### config.mk
export PLATFORM = sky130hd
export DESIGN_NAME = rper_regs
export DESIGN_NICKNAME = d
export VERILOG_FILES = /design/src/core/rper_pkg.sv /design/src/core/rper_cfg_if.sv /design/src/core/rper_regs.sv /design/src/core/rper_rise_det.sv /design/src/core/rper_wr_merge.sv
export SDC_FILE = /design/constraint.sdc
export NUM_CORES = 1
export LEC_CHECK = 0
export BUFFER_PORTS_ARGS = -buffer_cell sky130_fd_sc_hd__buf_2
export CORE_AREA = 2 2 83 85
export CTS_CLUSTER_DIAMETER = 50
export DETAILED_ROUTE_END_ITERATION = 12
export DIE_AREA = 0 0 85 87
export MAX_ROUTING_LAYER = met4
export PLACE_DENSITY = 0.8
export SLEW_MARGIN = 10
export SYNTH_ARGS = -nofsm -noshare
export SYNTH_HDL_FRONTEND = slang
export SYNTH_SLANG_ARGS = --single-unit
### constraint.sdc
create_clock -name mclk -period 2.2 [get_ports mclk]
set_input_delay 0.55 -clock mclk [delete_from_list [all_inputs] [get_ports mclk]]
set_output_delay 0.55 -clock mclk [all_outputs]
set_load 0.02 [all_outputs]
### src/core/rper_pkg.sv
// package: offsets, field positions and reset values of the event routing regs
package rper_pkg;
   // ------------------------------------------------------------------
   // register offsets (configuration space byte addresses)
   // ------------------------------------------------------------------
   localparam logic [7:0] MISC_PORT_CONFIG_OFS = 8'hD8;
   localparam logic [7:0] SMI_SCI_FLAGS_OFS = 8'hDC;
   localparam logic [7:0] FUNCTION_OFF_CONTROL_OFS = 8'hFC;
   // ------------------------------------------------------------------
   // reset values
   // ------------------------------------------------------------------
   localparam logic [31:0] MISC_PORT_CONFIG_RST = 32'h0011_0000;
   localparam logic [31:0] SMI_SCI_FLAGS_RST = 32'h0000_0000;
   localparam logic [31:0] FUNCTION_OFF_CONTROL_RST = 32'h0000_0000;
   // ------------------------------------------------------------------
   // writable bit masks; reserved bits stay zero
   // ------------------------------------------------------------------
   localparam logic [31:0] MISC_PORT_CONFIG_WMASK = 32'hF01F_8F03;
   localparam logic [31:0] SMI_SCI_FLAGS_W1C = 32'hC000_0013;
   localparam logic [31:0] FUNCTION_OFF_CONTROL_WMASK = 32'h0000_0005;
   // ------------------------------------------------------------------
   // field positions of misc_port_config
   // ------------------------------------------------------------------
   localparam int PM_SCI_ENABLE_POS = 31;
   localparam int HOTPLUG_SCI_ENABLE_POS = 30;
   localparam int LINK_TLP_BLOCK_POS = 29;
   localparam int ADDR_XOR_ENABLE_POS = 28;
   localparam int OWN_CLOCK_L0S_LSB = 18;
   localparam int COMMON_CLOCK_L0S_LSB = 15;
   localparam int ADDR_XOR_BITS_LSB = 8;
   localparam int HOTPLUG_SMI_ENABLE_POS = 1;
   localparam int PM_SMI_ENABLE_POS = 0;
   // ------------------------------------------------------------------
   // field positions of smi_sci_flags and function_off_control
   // ------------------------------------------------------------------
   localparam int PM_SCI_FLAG_POS = 31;
   localparam int HOTPLUG_SCI_FLAG_POS = 30;
   localparam int LINK_ACTIVE_CHANGE_SMI_FLAG_POS = 4;
   localparam int PRESENCE_CHANGE_SMI_FLAG_POS = 1;
   localparam int PM_SMI_FLAG_POS = 0;
   localparam int CLOCK_IDLE_STOP_DISABLE_POS = 2;
   localparam int FUNCTION_DISABLE_POS = 0;
endpackage

### src/core/rper_cfg_if.sv
// interface: configuration access strobes shared between port modules
`timescale 1ns/10ps
interface rper_cfg_if;
   logic wrEn;
   logic [31:0] wrData;
   logic [3:0] byteEn;
   modport src (output wrEn, output wrData, output byteEn);
   modport dst (input wrEn, input wrData, input byteEn);
endinterface

### src/core/rper_regs.sv
// module: root port event routing registers and their effects
`timescale 1ns/10ps
// Notes on behaviour
// - pm event raises sci when enabled
// - hotplug event raises sci when enabled
// - block bit stops accepting tlps
// - loopback xor of address top nibble
// - own clock l0s latency when ccc clear
// - common clock l0s latency when ccc set
// - slot status rise raises smi when hotplug smi enabled
// - root pme rise raises smi when pm smi enabled
// - pm sci flag sets, write one clears
// - hotplug sci flag sets, write one clears
// - link active rise sets flag, smi
// - presence rise sets flag, smi
// - root pme rise sets pm smi flag
// - clock idle stop disable bit
// - function disable bit
// - reset values of all three registers
module rper_regs (
   input wire logic mclk,
   input wire logic rst_n,
   input wire logic cfgWr,
   input wire logic cfgRd,
   input wire logic [7:0] cfgAddr,
   input wire logic [3:0] cfgByteEn,
   input wire logic [31:0] cfgWrData,
   output logic [31:0] cfgRdData,
   output logic cfgRdValid,
   input wire logic pmEvent,
   input wire logic hotplugEvent,
   input wire logic slotLinkActiveChanged,
   input wire logic slotPresenceChanged,
   input wire logic rootPmeStatus,
   input wire logic commonClockConfig,
   input wire logic loopbackActive,
   input wire logic rxAddrValid,
   input wire logic [31:0] rxAddr,
   output logic [31:0] rxAddrOut,
   output logic rxAddrOutValid,
   output logic tlpAccept,
   output logic [2:0] l0sExitLatency,
   output logic sciOut,
   output logic smiOut,
   output logic clockGateEnable,
   output logic functionEnable
);
   // ------------------------------------------------------------------
   // elaboration checks on the package constants
   // ------------------------------------------------------------------
   // a reset value outside the storable bits could never be cleared by a write
   if ((rper_pkg::MISC_PORT_CONFIG_RST &
        ~rper_pkg::MISC_PORT_CONFIG_WMASK) != '0) begin : gMpcRst
      $error("misc_port_config reset value has unstorable bits");
   end
   if ((rper_pkg::SMI_SCI_FLAGS_RST &
        ~rper_pkg::SMI_SCI_FLAGS_W1C) != '0) begin : gFlagRst
      $error("smi_sci_flags reset value has unstorable bits");
   end
   if ((rper_pkg::FUNCTION_OFF_CONTROL_RST &
        ~rper_pkg::FUNCTION_OFF_CONTROL_WMASK) != '0) begin : gFdRst
      $error("function_off_control reset value has unstorable bits");
   end
   // the decode compares word addresses, so offsets must be word aligned
   if (rper_pkg::MISC_PORT_CONFIG_OFS[1:0] != 2'h0 ||
       rper_pkg::SMI_SCI_FLAGS_OFS[1:0] != 2'h0 ||
       rper_pkg::FUNCTION_OFF_CONTROL_OFS[1:0] != 2'h0) begin : gOfsAlign
      $error("register offsets must be word aligned");
   end
   // two registers on one word would both take the same write
   if (rper_pkg::MISC_PORT_CONFIG_OFS == rper_pkg::SMI_SCI_FLAGS_OFS ||
       rper_pkg::MISC_PORT_CONFIG_OFS == rper_pkg::FUNCTION_OFF_CONTROL_OFS ||
       rper_pkg::SMI_SCI_FLAGS_OFS ==
       rper_pkg::FUNCTION_OFF_CONTROL_OFS) begin : gOfsUniq
      $error("register offsets must differ");
   end
   // multi-bit fields must sit wholly inside the 32-bit word
   if (rper_pkg::OWN_CLOCK_L0S_LSB + 3 > 32 ||
       rper_pkg::COMMON_CLOCK_L0S_LSB + 3 > 32 ||
       rper_pkg::ADDR_XOR_BITS_LSB + 4 > 32) begin : gFieldFit
      $error("a register field runs past bit 31");
   end
   // every flag that hardware sets must also be clearable by software
   if (!rper_pkg::SMI_SCI_FLAGS_W1C[rper_pkg::PM_SCI_FLAG_POS] ||
       !rper_pkg::SMI_SCI_FLAGS_W1C[rper_pkg::HOTPLUG_SCI_FLAG_POS] ||
       !rper_pkg::SMI_SCI_FLAGS_W1C[rper_pkg::LINK_ACTIVE_CHANGE_SMI_FLAG_POS] ||
       !rper_pkg::SMI_SCI_FLAGS_W1C[rper_pkg::PRESENCE_CHANGE_SMI_FLAG_POS] ||
       !rper_pkg::SMI_SCI_FLAGS_W1C[rper_pkg::PM_SMI_FLAG_POS]) begin : gFlg
      $error("a flag position lies outside the clearable mask");
   end
   // every enable bit that routes an event must be storable
   if (!rper_pkg::MISC_PORT_CONFIG_WMASK[rper_pkg::PM_SCI_ENABLE_POS] ||
       !rper_pkg::MISC_PORT_CONFIG_WMASK[rper_pkg::HOTPLUG_SCI_ENABLE_POS] ||
       !rper_pkg::MISC_PORT_CONFIG_WMASK[rper_pkg::PM_SMI_ENABLE_POS] ||
       !rper_pkg::MISC_PORT_CONFIG_WMASK[
          rper_pkg::HOTPLUG_SMI_ENABLE_POS]) begin : gEnMask
      $error("an enable position lies outside the writable mask");
   end

   // ------------------------------------------------------------------
   // storage
   // ------------------------------------------------------------------
   logic [31:0] miscPortConfig_reg;
   logic [31:0] smiSciFlags_reg;
   logic [31:0] functionOffControl_reg;
   logic [31:0] mpcMerged;
   logic [31:0] fdMerged;
   logic [31:0] flagOnes;
   logic [31:0] flagSet;
   logic [31:0] flagClr;
   logic [31:0] smiSciFlags_next;
   logic [2:0] rises;
   logic wrMpc;
   logic wrFlags;
   logic wrFd;
   logic pmSciEn;
   logic hpSciEn;
   logic pmSmiEn;
   logic hpSmiEn;
   logic linkTlpBlock;
   logic addrXorEnable;
   logic [3:0] addrXorBits;
   logic [2:0] ownClockL0s;
   logic [2:0] commonClockL0s;

   rper_cfg_if cfg ();

   // configuration strobes carried to the merge units
   assign cfg.wrEn = cfgWr;
   assign cfg.wrData = cfgWrData;
   assign cfg.byteEn = cfgByteEn;

   // ------------------------------------------------------------------
   // address decode
   // ------------------------------------------------------------------
   function automatic logic hit(input logic [7:0] a, input logic [7:0] ofs);
      hit = (a[7:2] == ofs[7:2]);
   endfunction

   assign wrMpc = cfgWr && hit(cfgAddr, rper_pkg::MISC_PORT_CONFIG_OFS);
   assign wrFlags = cfgWr && hit(cfgAddr, rper_pkg::SMI_SCI_FLAGS_OFS);
   assign wrFd = cfgWr && hit(cfgAddr, rper_pkg::FUNCTION_OFF_CONTROL_OFS);

   // two merge units handle the plain writable regs, a third the flag one
   rper_wr_merge mpcMerge (
      .cfg(cfg),
      .oldVal(miscPortConfig_reg),
      .wmask(rper_pkg::MISC_PORT_CONFIG_WMASK),
      .newVal(mpcMerged),
      .oneBits()
   );

   rper_wr_merge fdMerge (
      .cfg(cfg),
      .oldVal(functionOffControl_reg),
      .wmask(rper_pkg::FUNCTION_OFF_CONTROL_WMASK),
      .newVal(fdMerged),
      .oneBits()
   );

   rper_wr_merge flagMerge (
      .cfg(cfg),
      .oldVal(smiSciFlags_reg),
      .wmask(rper_pkg::SMI_SCI_FLAGS_W1C),
      .newVal(),
      .oneBits(flagOnes)
   );

   // ------------------------------------------------------------------
   // status edge detection
   // ------------------------------------------------------------------
   rper_rise_det #(.WIDTH(3)) riseDet (
      .mclk(mclk),
      .rst_n(rst_n),
      .level({slotLinkActiveChanged, slotPresenceChanged, rootPmeStatus}),
      .rise(rises)
   );

   assign pmSciEn = miscPortConfig_reg[rper_pkg::PM_SCI_ENABLE_POS];
   assign hpSciEn = miscPortConfig_reg[rper_pkg::HOTPLUG_SCI_ENABLE_POS];
   assign pmSmiEn = miscPortConfig_reg[rper_pkg::PM_SMI_ENABLE_POS];
   assign hpSmiEn = miscPortConfig_reg[rper_pkg::HOTPLUG_SMI_ENABLE_POS];

   // named fields of misc_port_config, read by the link control outputs
   assign linkTlpBlock = miscPortConfig_reg[rper_pkg::LINK_TLP_BLOCK_POS];
   assign addrXorEnable = miscPortConfig_reg[rper_pkg::ADDR_XOR_ENABLE_POS];
   assign addrXorBits = miscPortConfig_reg[rper_pkg::ADDR_XOR_BITS_LSB +: 4];
   assign ownClockL0s = miscPortConfig_reg[rper_pkg::OWN_CLOCK_L0S_LSB +: 3];
   assign commonClockL0s =
      miscPortConfig_reg[rper_pkg::COMMON_CLOCK_L0S_LSB +: 3];

   // ------------------------------------------------------------------
   // misc_port_config register
   // ------------------------------------------------------------------
   // reserved bits are masked out of the merge so they stay zero
   always_ff @(posedge mclk) begin
      if (!rst_n) begin
         miscPortConfig_reg <= rper_pkg::MISC_PORT_CONFIG_RST;
      end else if (wrMpc) begin
         miscPortConfig_reg <= mpcMerged;
      end
   end

   // ------------------------------------------------------------------
   // function_off_control register
   // ------------------------------------------------------------------
   always_ff @(posedge mclk) begin
      if (!rst_n) begin
         functionOffControl_reg <= rper_pkg::FUNCTION_OFF_CONTROL_RST;
      end else if (wrFd) begin
         functionOffControl_reg <= fdMerged;
      end
   end

   // ------------------------------------------------------------------
   // smi_sci_flags register, write one to clear
   // ------------------------------------------------------------------
   // set sources; an event in the clear cycle still lands
   always_comb begin
      flagSet = '0;
      flagSet[rper_pkg::PM_SCI_FLAG_POS] = pmEvent && pmSciEn;
      flagSet[rper_pkg::HOTPLUG_SCI_FLAG_POS] =
         hotplugEvent && hpSciEn;
      flagSet[rper_pkg::LINK_ACTIVE_CHANGE_SMI_FLAG_POS] =
         rises[2] && hpSmiEn;
      flagSet[rper_pkg::PRESENCE_CHANGE_SMI_FLAG_POS] =
         rises[1] && hpSmiEn;
      flagSet[rper_pkg::PM_SMI_FLAG_POS] = rises[0] && pmSmiEn;
      flagClr = wrFlags ? flagOnes : '0;
      // set wins over clear
      smiSciFlags_next = ((smiSciFlags_reg & ~flagClr) | flagSet) &
                         rper_pkg::SMI_SCI_FLAGS_W1C;
   end

   always_ff @(posedge mclk) begin
      if (!rst_n) begin
         smiSciFlags_reg <= rper_pkg::SMI_SCI_FLAGS_RST;
      end else begin
         smiSciFlags_reg <= smiSciFlags_next;
      end
   end

   // ------------------------------------------------------------------
   // interrupt routing outputs
   // ------------------------------------------------------------------
   // sci follows the sticky sci flags of the next cycle, so it stays up
   // until software clears them
   always_ff @(posedge mclk) begin
      if (!rst_n) begin
         sciOut <= 1'b0;
      end else begin
         sciOut <= smiSciFlags_next[rper_pkg::PM_SCI_FLAG_POS] ||
                   smiSciFlags_next[rper_pkg::HOTPLUG_SCI_FLAG_POS];
      end
   end

   // smi asserted while any smi flag stands
   always_ff @(posedge mclk) begin
      if (!rst_n) begin
         smiOut <= 1'b0;
      end else begin
         smiOut <=
            smiSciFlags_next[rper_pkg::LINK_ACTIVE_CHANGE_SMI_FLAG_POS] ||
            smiSciFlags_next[rper_pkg::PRESENCE_CHANGE_SMI_FLAG_POS] ||
            smiSciFlags_next[rper_pkg::PM_SMI_FLAG_POS];
      end
   end

   // ------------------------------------------------------------------
   // link control outputs
   // ------------------------------------------------------------------
   // tlpAccept follows the register next state so it changes with it
   always_ff @(posedge mclk) begin
      if (!rst_n) begin
         tlpAccept <= 1'b1;
      end else begin
         tlpAccept <= !(wrMpc ? mpcMerged[rper_pkg::LINK_TLP_BLOCK_POS] :
            linkTlpBlock);
      end
   end

   // latency chosen from the live clocking mode
   always_ff @(posedge mclk) begin
      if (!rst_n) begin
         l0sExitLatency <=
            rper_pkg::MISC_PORT_CONFIG_RST[rper_pkg::OWN_CLOCK_L0S_LSB +: 3];
      end else if (commonClockConfig) begin
         l0sExitLatency <= commonClockL0s;
      end else begin
         l0sExitLatency <= ownClockL0s;
      end
   end

   // one cycle pipeline of receive address with loopback xor
   always_ff @(posedge mclk) begin
      if (!rst_n) begin
         rxAddrOut <= 32'h0000_0000;
         rxAddrOutValid <= 1'b0;
      end else begin
         rxAddrOutValid <= rxAddrValid;
         rxAddrOut <= rxAddr;
         if (loopbackActive && addrXorEnable) begin
            rxAddrOut[31:28] <= rxAddr[31:28] ^ addrXorBits;
         end
      end
   end

   // function controls
   always_ff @(posedge mclk) begin
      if (!rst_n) begin
         clockGateEnable <= 1'b1;
         functionEnable <= 1'b1;
      end else begin
         clockGateEnable <= !functionOffControl_reg[
            rper_pkg::CLOCK_IDLE_STOP_DISABLE_POS];
         functionEnable <=
            !functionOffControl_reg[rper_pkg::FUNCTION_DISABLE_POS];
      end
   end

   // ------------------------------------------------------------------
   // read port
   // ------------------------------------------------------------------
   // unmapped offsets read zero
   always_ff @(posedge mclk) begin
      if (!rst_n) begin
         cfgRdData <= 32'h0000_0000;
         cfgRdValid <= 1'b0;
      end else begin
         cfgRdValid <= cfgRd;
         if (!cfgRd) begin
            cfgRdData <= 32'h0000_0000;
         end else if (hit(cfgAddr, rper_pkg::MISC_PORT_CONFIG_OFS)) begin
            cfgRdData <= miscPortConfig_reg;
         end else if (hit(cfgAddr, rper_pkg::SMI_SCI_FLAGS_OFS)) begin
            cfgRdData <= smiSciFlags_reg;
         end else if (hit(cfgAddr, rper_pkg::FUNCTION_OFF_CONTROL_OFS)) begin
            cfgRdData <= functionOffControl_reg;
         end else begin
            cfgRdData <= 32'h0000_0000;
         end
      end
   end
endmodule

### src/core/rper_rise_det.sv
// module: rising-edge detector for slot and root status inputs
`timescale 1ns/10ps
module rper_rise_det #(
   parameter int WIDTH = 3
) (
   input wire logic mclk,
   input wire logic rst_n,
   input wire logic [WIDTH-1:0] level,
   output logic [WIDTH-1:0] rise
);
   logic [WIDTH-1:0] prev_reg;

   // refused at elaboration: a detector with no lanes watches nothing
   if (WIDTH < 1) begin : gBadWidth
      $error("width must be at least one");
   end

   // remember last level; inputs are synchronous to mclk
   always_ff @(posedge mclk) begin
      if (!rst_n) begin
         prev_reg <= '0;
      end else begin
         prev_reg <= level;
      end
   end

   // a 0 to 1 transition only, a held level does not retrigger
   assign rise = level & ~prev_reg;
endmodule

### src/core/rper_wr_merge.sv
// module: byte-enable merge of a configuration write into a register
`timescale 1ns/10ps
module rper_wr_merge (
   rper_cfg_if.dst cfg,
   input wire logic [31:0] oldVal,
   input wire logic [31:0] wmask,
   output logic [31:0] newVal,
   output logic [31:0] oneBits
);
   logic [31:0] laneMask;

   // expand byte enables to bit lanes; no lane opens without a write
   always_comb begin
      for (int i = 0; i < 4; i++) begin
         laneMask[i*8 +: 8] = {8{cfg.byteEn[i] & cfg.wrEn}};
      end
   end

   // reserved bits keep old value, which is zero after reset
   assign newVal = (oldVal & ~(laneMask & wmask)) |
                   (cfg.wrData & laneMask & wmask);
   // ones written into enabled lanes, for write-one-to-clear
   assign oneBits = cfg.wrData & laneMask & wmask;
endmodule

### Yosys cells after proc, flatten, opt, wreduce, memory -nomap -nowiden

Index checks and enable logic that the tools add are counted.

| storage, ports and cells | value |
|---|---|
| input port bits | 88 |
| output and inout port bits | 74 |
| register bits after elaboration | 173 |
| logic and storage cells | 58 |

| cells by class | value |
|---|---|
| muxes and demuxes | 7 |
| bitwise logic cells | 17 |
| equality and inequality tests | 3 |
| reduce and logical (&&, ||, !) cells | 16 |

Operator list:

| operator | count |
|---|---|
| 32-bit AND | 4 |
| 32-bit 2-to-1 mux | 4 |
| 32-bit NOT | 2 |
| 32-bit OR | 2 |
| 3-bit NOT with 32-bit output | 1 |
| 32-bit by 3-bit OR with 32-bit output | 1 |
| 6-bit equality test (second input constant) | 3 |
| 1-bit logical AND | 9 |
| 1-bit AND | 4 |
| 4-bit 2-to-1 mux | 1 |
| 4-bit bitwise XOR | 1 |
| 3-bit AND | 1 |
| 1-bit logical NOT | 3 |
| 1-bit logical OR | 3 |
| 3-bit 2-to-1 mux | 1 |
| 3-bit NOT | 1 |
| 2-bit AND reduction | 1 |
| 1-bit 2-to-1 mux | 1 |

### Logic depth before layout (Yosys ltp)

Gate-level depths: netlist of run 1.

| logic depth | value |
|---|---|
| word-level depth | 8 |
| gate-level depth with buffers | 6 |
| depth with buffers taken out | 4 |

### Hierarchy

A second synthesis of run 1 with hierarchy kept.

| unflattened totals | value |
|---|---|
| cell total of the unflattened synthesis | 857 |
| area total of the unflattened synthesis | 7761.2 um2 |

Modules (own cells, without submodules):

| module | cells an instance | area each (um2) | seq. area each (um2) | times used |
|---|---|---|---|---|
| rper_regs | 524 | 4732.0 | 2862.7 | 1 |
| rper_wr_merge | 108 | 969.7 | 0.0 | 3 |
| rper_rise_det | 9 | 120.1 | 60.1 | 1 |

### Least setup slack after synthesis of run 1

Ideal clock, no wire load.

| timing | value |
|---|---|
| path type | input to register |
| start point | input cfgAddr[5] |
| end point | register smiOut |
| setup slack | 0.531 ns |
| stages | 4 |
| path buffers | 0 |
| required time | 2.073 ns |
| setup time | 0.127 ns |
| arrival | 1.542 ns |
| path through | nand4b_4 > o41ai_2 > a21oi_1 > or3_1 |

| on the way | value |
|---|---|
| longest elaborated chain between the ends | 8 |

RTL lines:

| element | line | source |
|---|---|---|
| start: declaration | rper_regs.sv:25 | `input wire logic [7:0] cfgAddr,` |
| 6-bit equality test (*) | rper_regs.sv:137 | `hit = (a[7:2] == ofs[7:2]);` |
| 1-bit logical AND (*) | rper_regs.sv:141 | `assign wrFlags = cfgWr && hit(cfgAddr, rper_pkg::SMI_SCI_FLAGS_OFS);` |
| 32-bit 2-to-1 mux (*) | rper_regs.sv:229 | `flagClr = wrFlags ? flagOnes : '0;` |
| 32-bit NOT (*) | rper_regs.sv:231 | `smiSciFlags_next = ((smiSciFlags_reg & ~flagClr) \| flagSet) &` |
| 32-bit AND (*) | rper_regs.sv:231 |  |
| 32-bit OR (*) | rper_regs.sv:231 |  |
| 1-bit logical OR | rper_regs.sv:263 | `smiSciFlags_next[rper_pkg::LINK_ACTIVE_CHANGE_SMI_FLAG_POS] \|\|` |
| 1-bit logical OR (*) | rper_regs.sv:264 | `smiSciFlags_next[rper_pkg::PRESENCE_CHANGE_SMI_FLAG_POS] \|\|` |
| end signal: assignment | rper_regs.sv:262 | `smiOut <=` |
| end: declaration | rper_regs.sv:44 | `output logic smiOut,` |

Mark *: on every way between the ends. The rest lies on a longest branch, timed or not.
A chain may end at the register's enable or synchronous reset.

### Final worst setup path of run 1

Same ends and word-level chain as after synthesis.

==> results by group, run 1 <==
Timing
  • Post-layout worst setup margin: between 0.6 and 0.7 ns
  • Final setup vio count: 0
  • Worst-Margin Slew: about 0.55 ns
  • Final Slew Violations: 0
  • RSZ-0062 raised after global routing: false
  • Setup TNS: 0 ns
  • Relative slew margins: 0.6356
  • Tcrit/Tclk final: 0.6967
  • Fin crit period: about 1.5 ns
  • Fin Clk Skew: about 0.0066 ns
  • Hold Vio Cnt, Final: 0
  • Peak Freq: 652.5 MHz

Global routing
  • Total GRT Usage: 0.1690
  • First-pass GRT wire length: about 9.5 mm
  • Aggregate global routing overflow: 0
  • Vias in the first global route: 2133
  • Initial antenna violation count: 0
  • Largest net degree at the start of global routing: 31

Floorplanning
  • Initial Util: 0.4347
  • FP Rows: 30
  • Die area: between 7000 and 8000 µm²
  • Die width: ~85 µm
  • IO Pins: approximately 160
  • Core Box Area: 6569 µm²
  • Die Span Y: 87 µm

Clock network
  • Post CTS Setup Buffer Count: 0
  • CTS Buf Count: 9
  • Post-CTS Resized: 0
  • H-tree Lvls: 3
  • CTS tree: built
  • Clock Tree Buf Depth: 2
  • Clock Sinks: 86
  • Hold-fix buffers, CTS: 0
  • Latest clock arrival within the worst-skew pair: ~0.33 ns
  • Root buffer cell: clkbuf_8
  • Worst-path clk slew: ~0.08 ns

Synthesis
  • Compound-Gate Fraction of Synth Area: 0.05697
  • Count leader, synth: dfxtp_1
  • Synth area leaders: dfxtp_1 60%, and2_1 9.6%, mux2i_1 4.6%, buf_4 3.7%, nand2_1 2.9%
  • Synth top cells by count: 86 x dfxtp_1, 44 x and2_1, 22 x nand2_1, 15 x nor2_1, 14 x buf_4
  • Prevailing post-synth register cell: dfxtp_1
  • Synth area leader: dfxtp_1
  • Synth Area in Simple Gates: 0.2248
  • Netlist cell types: 34
  • Synth warn: 0
  • Yosys reg bits: 86
  • Adder-Cell Fraction of Synth Area: 0
  • Largest family of logic cells by synthesized area: simple AND/OR/NAND/NOR gates
  • Multiplexer area fraction after synthesis: 0.04557
  • EDFF count, synth: 0
  • Syn Area/Cell: roughly 11 µm²
  • Synth Area in XOR/XNOR: 0.01227
  • Post-synthesis sequential area ratio: 0.6030
  • Synth Cell Area: around 2900 µm²
  • Synth Instances: between 200 and 300
  • Synth top area share: 0.6030
  • Asr flop ratio synth: 0

Drt
  • Final WL: roughly 6 mm
  • Routed Antenna Nets: 0
  • Vias: roughly 2300
  • Iter 0 DRT Violations: 110
  • Remaining DRCs: 0
  • WL per Instance: around 12 µm
  • Vias/cell: 4.599
  • Drt pass-1 iters: 4

Run status
  • Outcome: completed

Worst setup path
  • Crit Path Max Fanout: 8
  • Worst EP arrival: 1.75 ns
  • Largest stage delay, worst path: 0.37 ns
  • Worst R2R End: smiOut
  • R2R Setup Slk: about 1.2 ns
  • CP Data Required Time: approximately 2.4 ns
  • Startpoint Class: primary input
  • Crit-path cells: buf_2 > nand4b_4 > o41ai_2 > a21oi_1 > or3_1
  • Crit path capture type: register
  • Slowest-stage cell, CP: or3_1
  • Crit Path Category: primary input to register
  • R2R cell count: 3

Power
  • Sequential share of power: 0.506
  • Share of total power in combinational logic: 0.078
  • VDD IR max: about 0.53 mV
  • P per Cell Area: between 800 and 900 nW/µm²
  • Psw: ~0.69 mW
  • Cell-internal power: between 2 and 2.5 mW
  • Clock Power Share: 0.416
  • Sw Ratio: 0.2169
  • Static Leak: roughly 1.8 nW

Placed design
  • Place WS: between 0.2 and 0.3 ns
  • Placed wire-length estimate: about 4.7 mm
  • Placed Cells: approximately 470
  • Dpl cell area: ~3500 µm²
  • Port bufs: about 130
  • Routability cong.: between 0.7 and 0.8

Layout
  • Area Growth Syn to Fin: 32.78%
  • Multi-input logic area: ~1000 µm²
  • # nets final: between 400 and 500
  • Register Area: 1722 µm²
  • Final instance area: 3791 µm²
  • Layout Cells excl Fill: 491
  • Fraction of layout cells with a size suffix above 1: 0.3805
  • # fillers: between 500 and 600

Worst hold path
  • HP Class: register to register
  • WHS Path Cells: 1
  • Hold EP: functionEnable

Flow run
  • Max-cap violations: 0
## cell families after synthesis
| group | after synthesis |
|---|---|
| AOI/OAI and AO/OA | 23 |
| xor gates and xnor gates | 4 |
| buffers and inverters | 28 |
| DFF | 86 |
| muxes | 13 |
| other | 1 |
| and+or+nand+nor | 115 |
## placed cells by master (no fill, tap or decap), types with 2 or more instances in the layout
cell type,instances
buf_2,131
dfxtp_1,86
and2_1,44
nand2_1,22
nor2_1,15
conb_1,14
nand3_1,13
mux2i_1,13
clkbuf_8,10
o21ai_0,8
a21oi_1,6
xor2_1,4
nor3_1,4
inv_1,4
a22o_1,3
nand3b_1,3
bufinv_16,3
buf_4,3
and3_1,2
a311oi_1,2
o41ai_2,2
nand2b_1,2
nand4_1,2
## power groups by stage
stage	clock [mW]	combinational, mW	sequential, mW
6_report	1.32	0.248	1.60
2_1_floorplan	0	0.101	1.69
3_3_place_gp	0	0.244	1.64
3_5_place_dp	0	0.249	1.64
4_1_cts	1.36	0.250	1.60
5_1_grt	1.43	0.270	1.61
## metrics by stage
stage	hold slack (ns)	total power, mW	util
finish	0.4106	3.168	0.5771
global route	0.3940	3.305	0.5768
CTS	0.3989	3.208	0.5768
detailed placement	0.3897	1.889	0.5390
global placement	0.3805	1.883	0.5390
floorplan	0.3658	1.788	-
## how the worst max path moves through the flow
stage               startpoint       end  slack (ns)  depth (start not counted)
floorplan           cfgAddr[5]    smiOut        0.53                          4
global placement    cfgAddr[5]    smiOut        0.33                          5
detailed placement  cfgAddr[5]    smiOut        0.30                          5
CTS                 cfgAddr[5]    smiOut        0.67                          5
global route        cfgAddr[3]  register        0.58                          5
finish              cfgAddr[5]    smiOut        0.67                          5
## cell type report
cell class | count | area share
diodes | 1 | 0.0006601
clock buffers | 11 | 0.03729
clock inverters | 5 | 0.02805
inverters | 5 | 0.004950
multi-input cells | 169 | 0.2696
flip-flops and latches | 86 | 0.4541
well taps | 80 | 0.02640
repair buffers | 134 | 0.1789
## critical path: cells and delay by family
kind                   cells  cell delay [ns]
AO/OA/AOI/OAI              2             0.47
buffers and inverters      1             0.11
AND/OR/NAND/NOR            2             0.62
## metal layers
metal | wire (µm) | vias up | track usage
li1 | - | 1134 | -
met1 | 2404 | 1008 | 0.1853
met2 | 2934 | 109 | 0.2784
met3 | 612 | 7 | 0.05403
met4 | 75 | 0 | 0.08225
met5 | 0 | - | -
Power figures use the tool's default switching activity.
==> inputs of run 2 (changes only) <==
CORE_AREA = 2 2 89 91   (was 2 2 83 85)
DIE_AREA = 0 0 91 93   (was 0 0 85 87)
PLACE_DENSITY = 0.74   (was 0.8)
clock period = 1.3 ns   (was 2.2 ns; I/O delays follow)
==> run 2 against run 1 <==
Net effect: core utilization decreased by 5.2 points; sequential share of layout area decreased by 1.9 points; critical path depth unchanged; register-to-register slack got worse by 0.91 ns; die area increased by 14%; non-clock buffer count increased by 23; largest cell class unchanged; highest routed layer unchanged.
==> results by group, run 2 (same netlist as run 1, synthesis figures left out) <==
Run status
  • Outcome: completed

Global routing
  • First-pass GRT wire length: around 9.8 mm
  • Initial antenna violation count: 0
  • Largest net degree at the start of global routing: 36
  • Total GRT Usage: 0.1511
  • Met1 Usage GRT: 0.1704
  • GR Util met2: 0.2630
  • Met3 Use GR: 0.03062
  • Vias in the first global route: roughly 2200
  • Aggregate global routing overflow: 0
  • GRT busiest layer: met2

Drt
  • Final WL: 6.347 mm
  • WL per Instance: between 10 and 15 µm
  • Remaining DRCs: 0
  • Routed Antenna Nets: 0
  • Drt pass-1 iters: 4
  • Iter 0 DRT Violations: between 40 and 50
  • Vias/cell: approximately 4.3
  • Vias: about 2300

Power
  • Clock Power Share: 0.365
  • Sequential share of power: 0.543
  • Sw Ratio: 0.2406
  • Share of total power in combinational logic: 0.092
  • Static Leak: ~1.9 nW
  • Cell-internal power: around 3.8 mW
  • Psw: between 1 and 1.5 mW
  • VDD IR max: between 0.5 and 0.6 mV
  • P per Cell Area: ~1300 nW/µm²
  • Power Total: about 5.0 mW

Timing
  • Tcrit/Tclk final: 0.9683
  • Final Slew Violations: 0
  • Hold_ws: 0.1813 ns
  • Setup TNS: 0 ns
  • Peak Freq: a little under 800 MHz
  • RSZ-0062 raised after global routing: true
  • Final setup vio count: 0
  • Fin crit period: around 1.3 ns
  • Fin Clk Skew: between 0.01 and 0.015 ns
  • Hold Vio Cnt, Final: 0

Worst setup path
  • Crit Path Max Fanout: 7
  • CP Data Required Time: between 1.5 and 2 ns
  • R2R cell count: 3
  • Startpoint Class: primary input
  • Crit. Startpoint: cfgAddr[5]
  • Worst EP arrival: approximately 1.5 ns
  • Crit path capture type: register
  • Worst R2R End: smiOut
  • Crit Path Category: primary input to register
  • R2R Setup Slk: 0.30 ns
  • Crit path to: smiOut

Floorplanning
  • Die Span Y: ~93 µm
  • Die area: 8463 µm²
  • Core Box Area: between 7000 and 8000 µm²
  • FP Rows: 32
  • IO Pins: ~160
  • Die width: between 90 and 100 µm
  • Initial Util: 0.3793

Layout
  • Commonest non-fill, non-tap cells in the layout: 130 x buf_2, 86 x dfxtp_1, 44 x and2_1
  • Commonest non-fill, non-tap cell in the layout: buf_2
  • Fraction of layout cells with a size suffix above 1: 0.4180
  • # nets final: between 500 and 600
  • Layout Cells excl Fill: 535
  • # fillers: 730
  • Area Growth Syn to Fin: 38.56%
  • Antenna Cells: 0

Placed design
  • Port bufs: ~130
  • Placed Cells: about 520
  • Placed wire-length estimate: between 4 and 5 mm
  • Routability cong.: between 0.7 and 0.8

Clock network
  • CTS tree: built
  • Worst-path clk slew: approximately 0.090 ns
  • H-tree Lvls: 3
  • CTS Buf Count: 9
  • Clock Tree Buf Depth: 2
  • Clock Sinks: 86
  • Root buffer cell: clkbuf_8
  • Latest clock arrival within the worst-skew pair: approximately 0.34 ns

Flow run
  • Max-cap violations: 0

Worst hold path
  • HP Class: primary input to register
-- run 2: cell types whose count changed in the layout (fill, tap and decap cells not counted), sizes merged --
cell      change
clkbuf        -1
inv           +2
clkinvlp      +1
diode         -1
buf          +23
bufinv        -2
-- run 2: final cells by class --
cell class / instances / area, µm² / share of cell area
clock buffers: 10 / 127.6 / 0.03226
clock inverters: 6 / 67.56 / 0.01708
inverters: 5 / 18.77 / 0.004744
multi-input cells: 169 / 1036 / 0.2619
flip-flops and latches: 86 / 1722 / 0.4352
well taps: 102 / 127.6 / 0.03226
repair buffers: 157 / 857.1 / 0.2166
-- run 2: critical path: stages --
cell	delay (ns)
buf_6	0.09
nand4b_4	0.23
o41ai_2	0.33
a21oi_1	0.11
or3_1	0.38
-- run 2: power by group through the flow --
stage	Sequential [mW]	Combinational (mW)	Clock, mW
2_1_floorplan	2.85	0.173	0
3_3_place_gp	2.77	0.455	0
3_5_place_dp	2.78	0.462	0
4_1_cts	2.71	0.464	1.90
5_1_grt	2.72	0.502	2.00
6_report	2.71	0.462	1.82
-- run 2: worst min path at each step --
stage | startpoint | endpoint | slack [ns] | depth (start not counted)
finish | rxAddr[24] | rxAddrOut[24] | 0.18 | 2
global route | rxAddr[27] | rxAddrOut[27] | 0.17 | 2
CTS | rxAddr[24] | rxAddrOut[24] | 0.17 | 2
detailed placement | register | clockGateEnable | 0.39 | 1
global placement | register | clockGateEnable | 0.38 | 1
floorplan | register | clockGateEnable | 0.37 | 1
-- run 2: routing by layer --
| layer | up-vias | routed length [µm] |
|---|---|---|
| met3 | 8 | 415 |
| met4 | 0 | 78 |
| li1 | 1175 | - |
| met1 | 1019 | 2769 |
| met2 | 102 | 3084 |
| met5 | - | 0 |
-- run 2: metrics by stage --
step / setup WS (ns) / utilization / instance area, µm²
2_1_floorplan: -0.1437 / - / 2912
3_3_place_gp: -0.3007 / 0.4968 / 3740
4_1_cts: 0.02419 / 0.5238 / 3943
6_report: 0.04120 / 0.5256 / 3956
5_1_grt: -0.01071 / 0.5256 / 3956
3_5_place_dp: -0.3707 / 0.4968 / 3740
-- run 2: what timing repair did --
action,4_1_cts,5_1_grt
pin swaps,0,3
setup endpoints to repair,1,1
hold buffers,0,0
gates resized for setup,0,2
buffers inserted,1,0
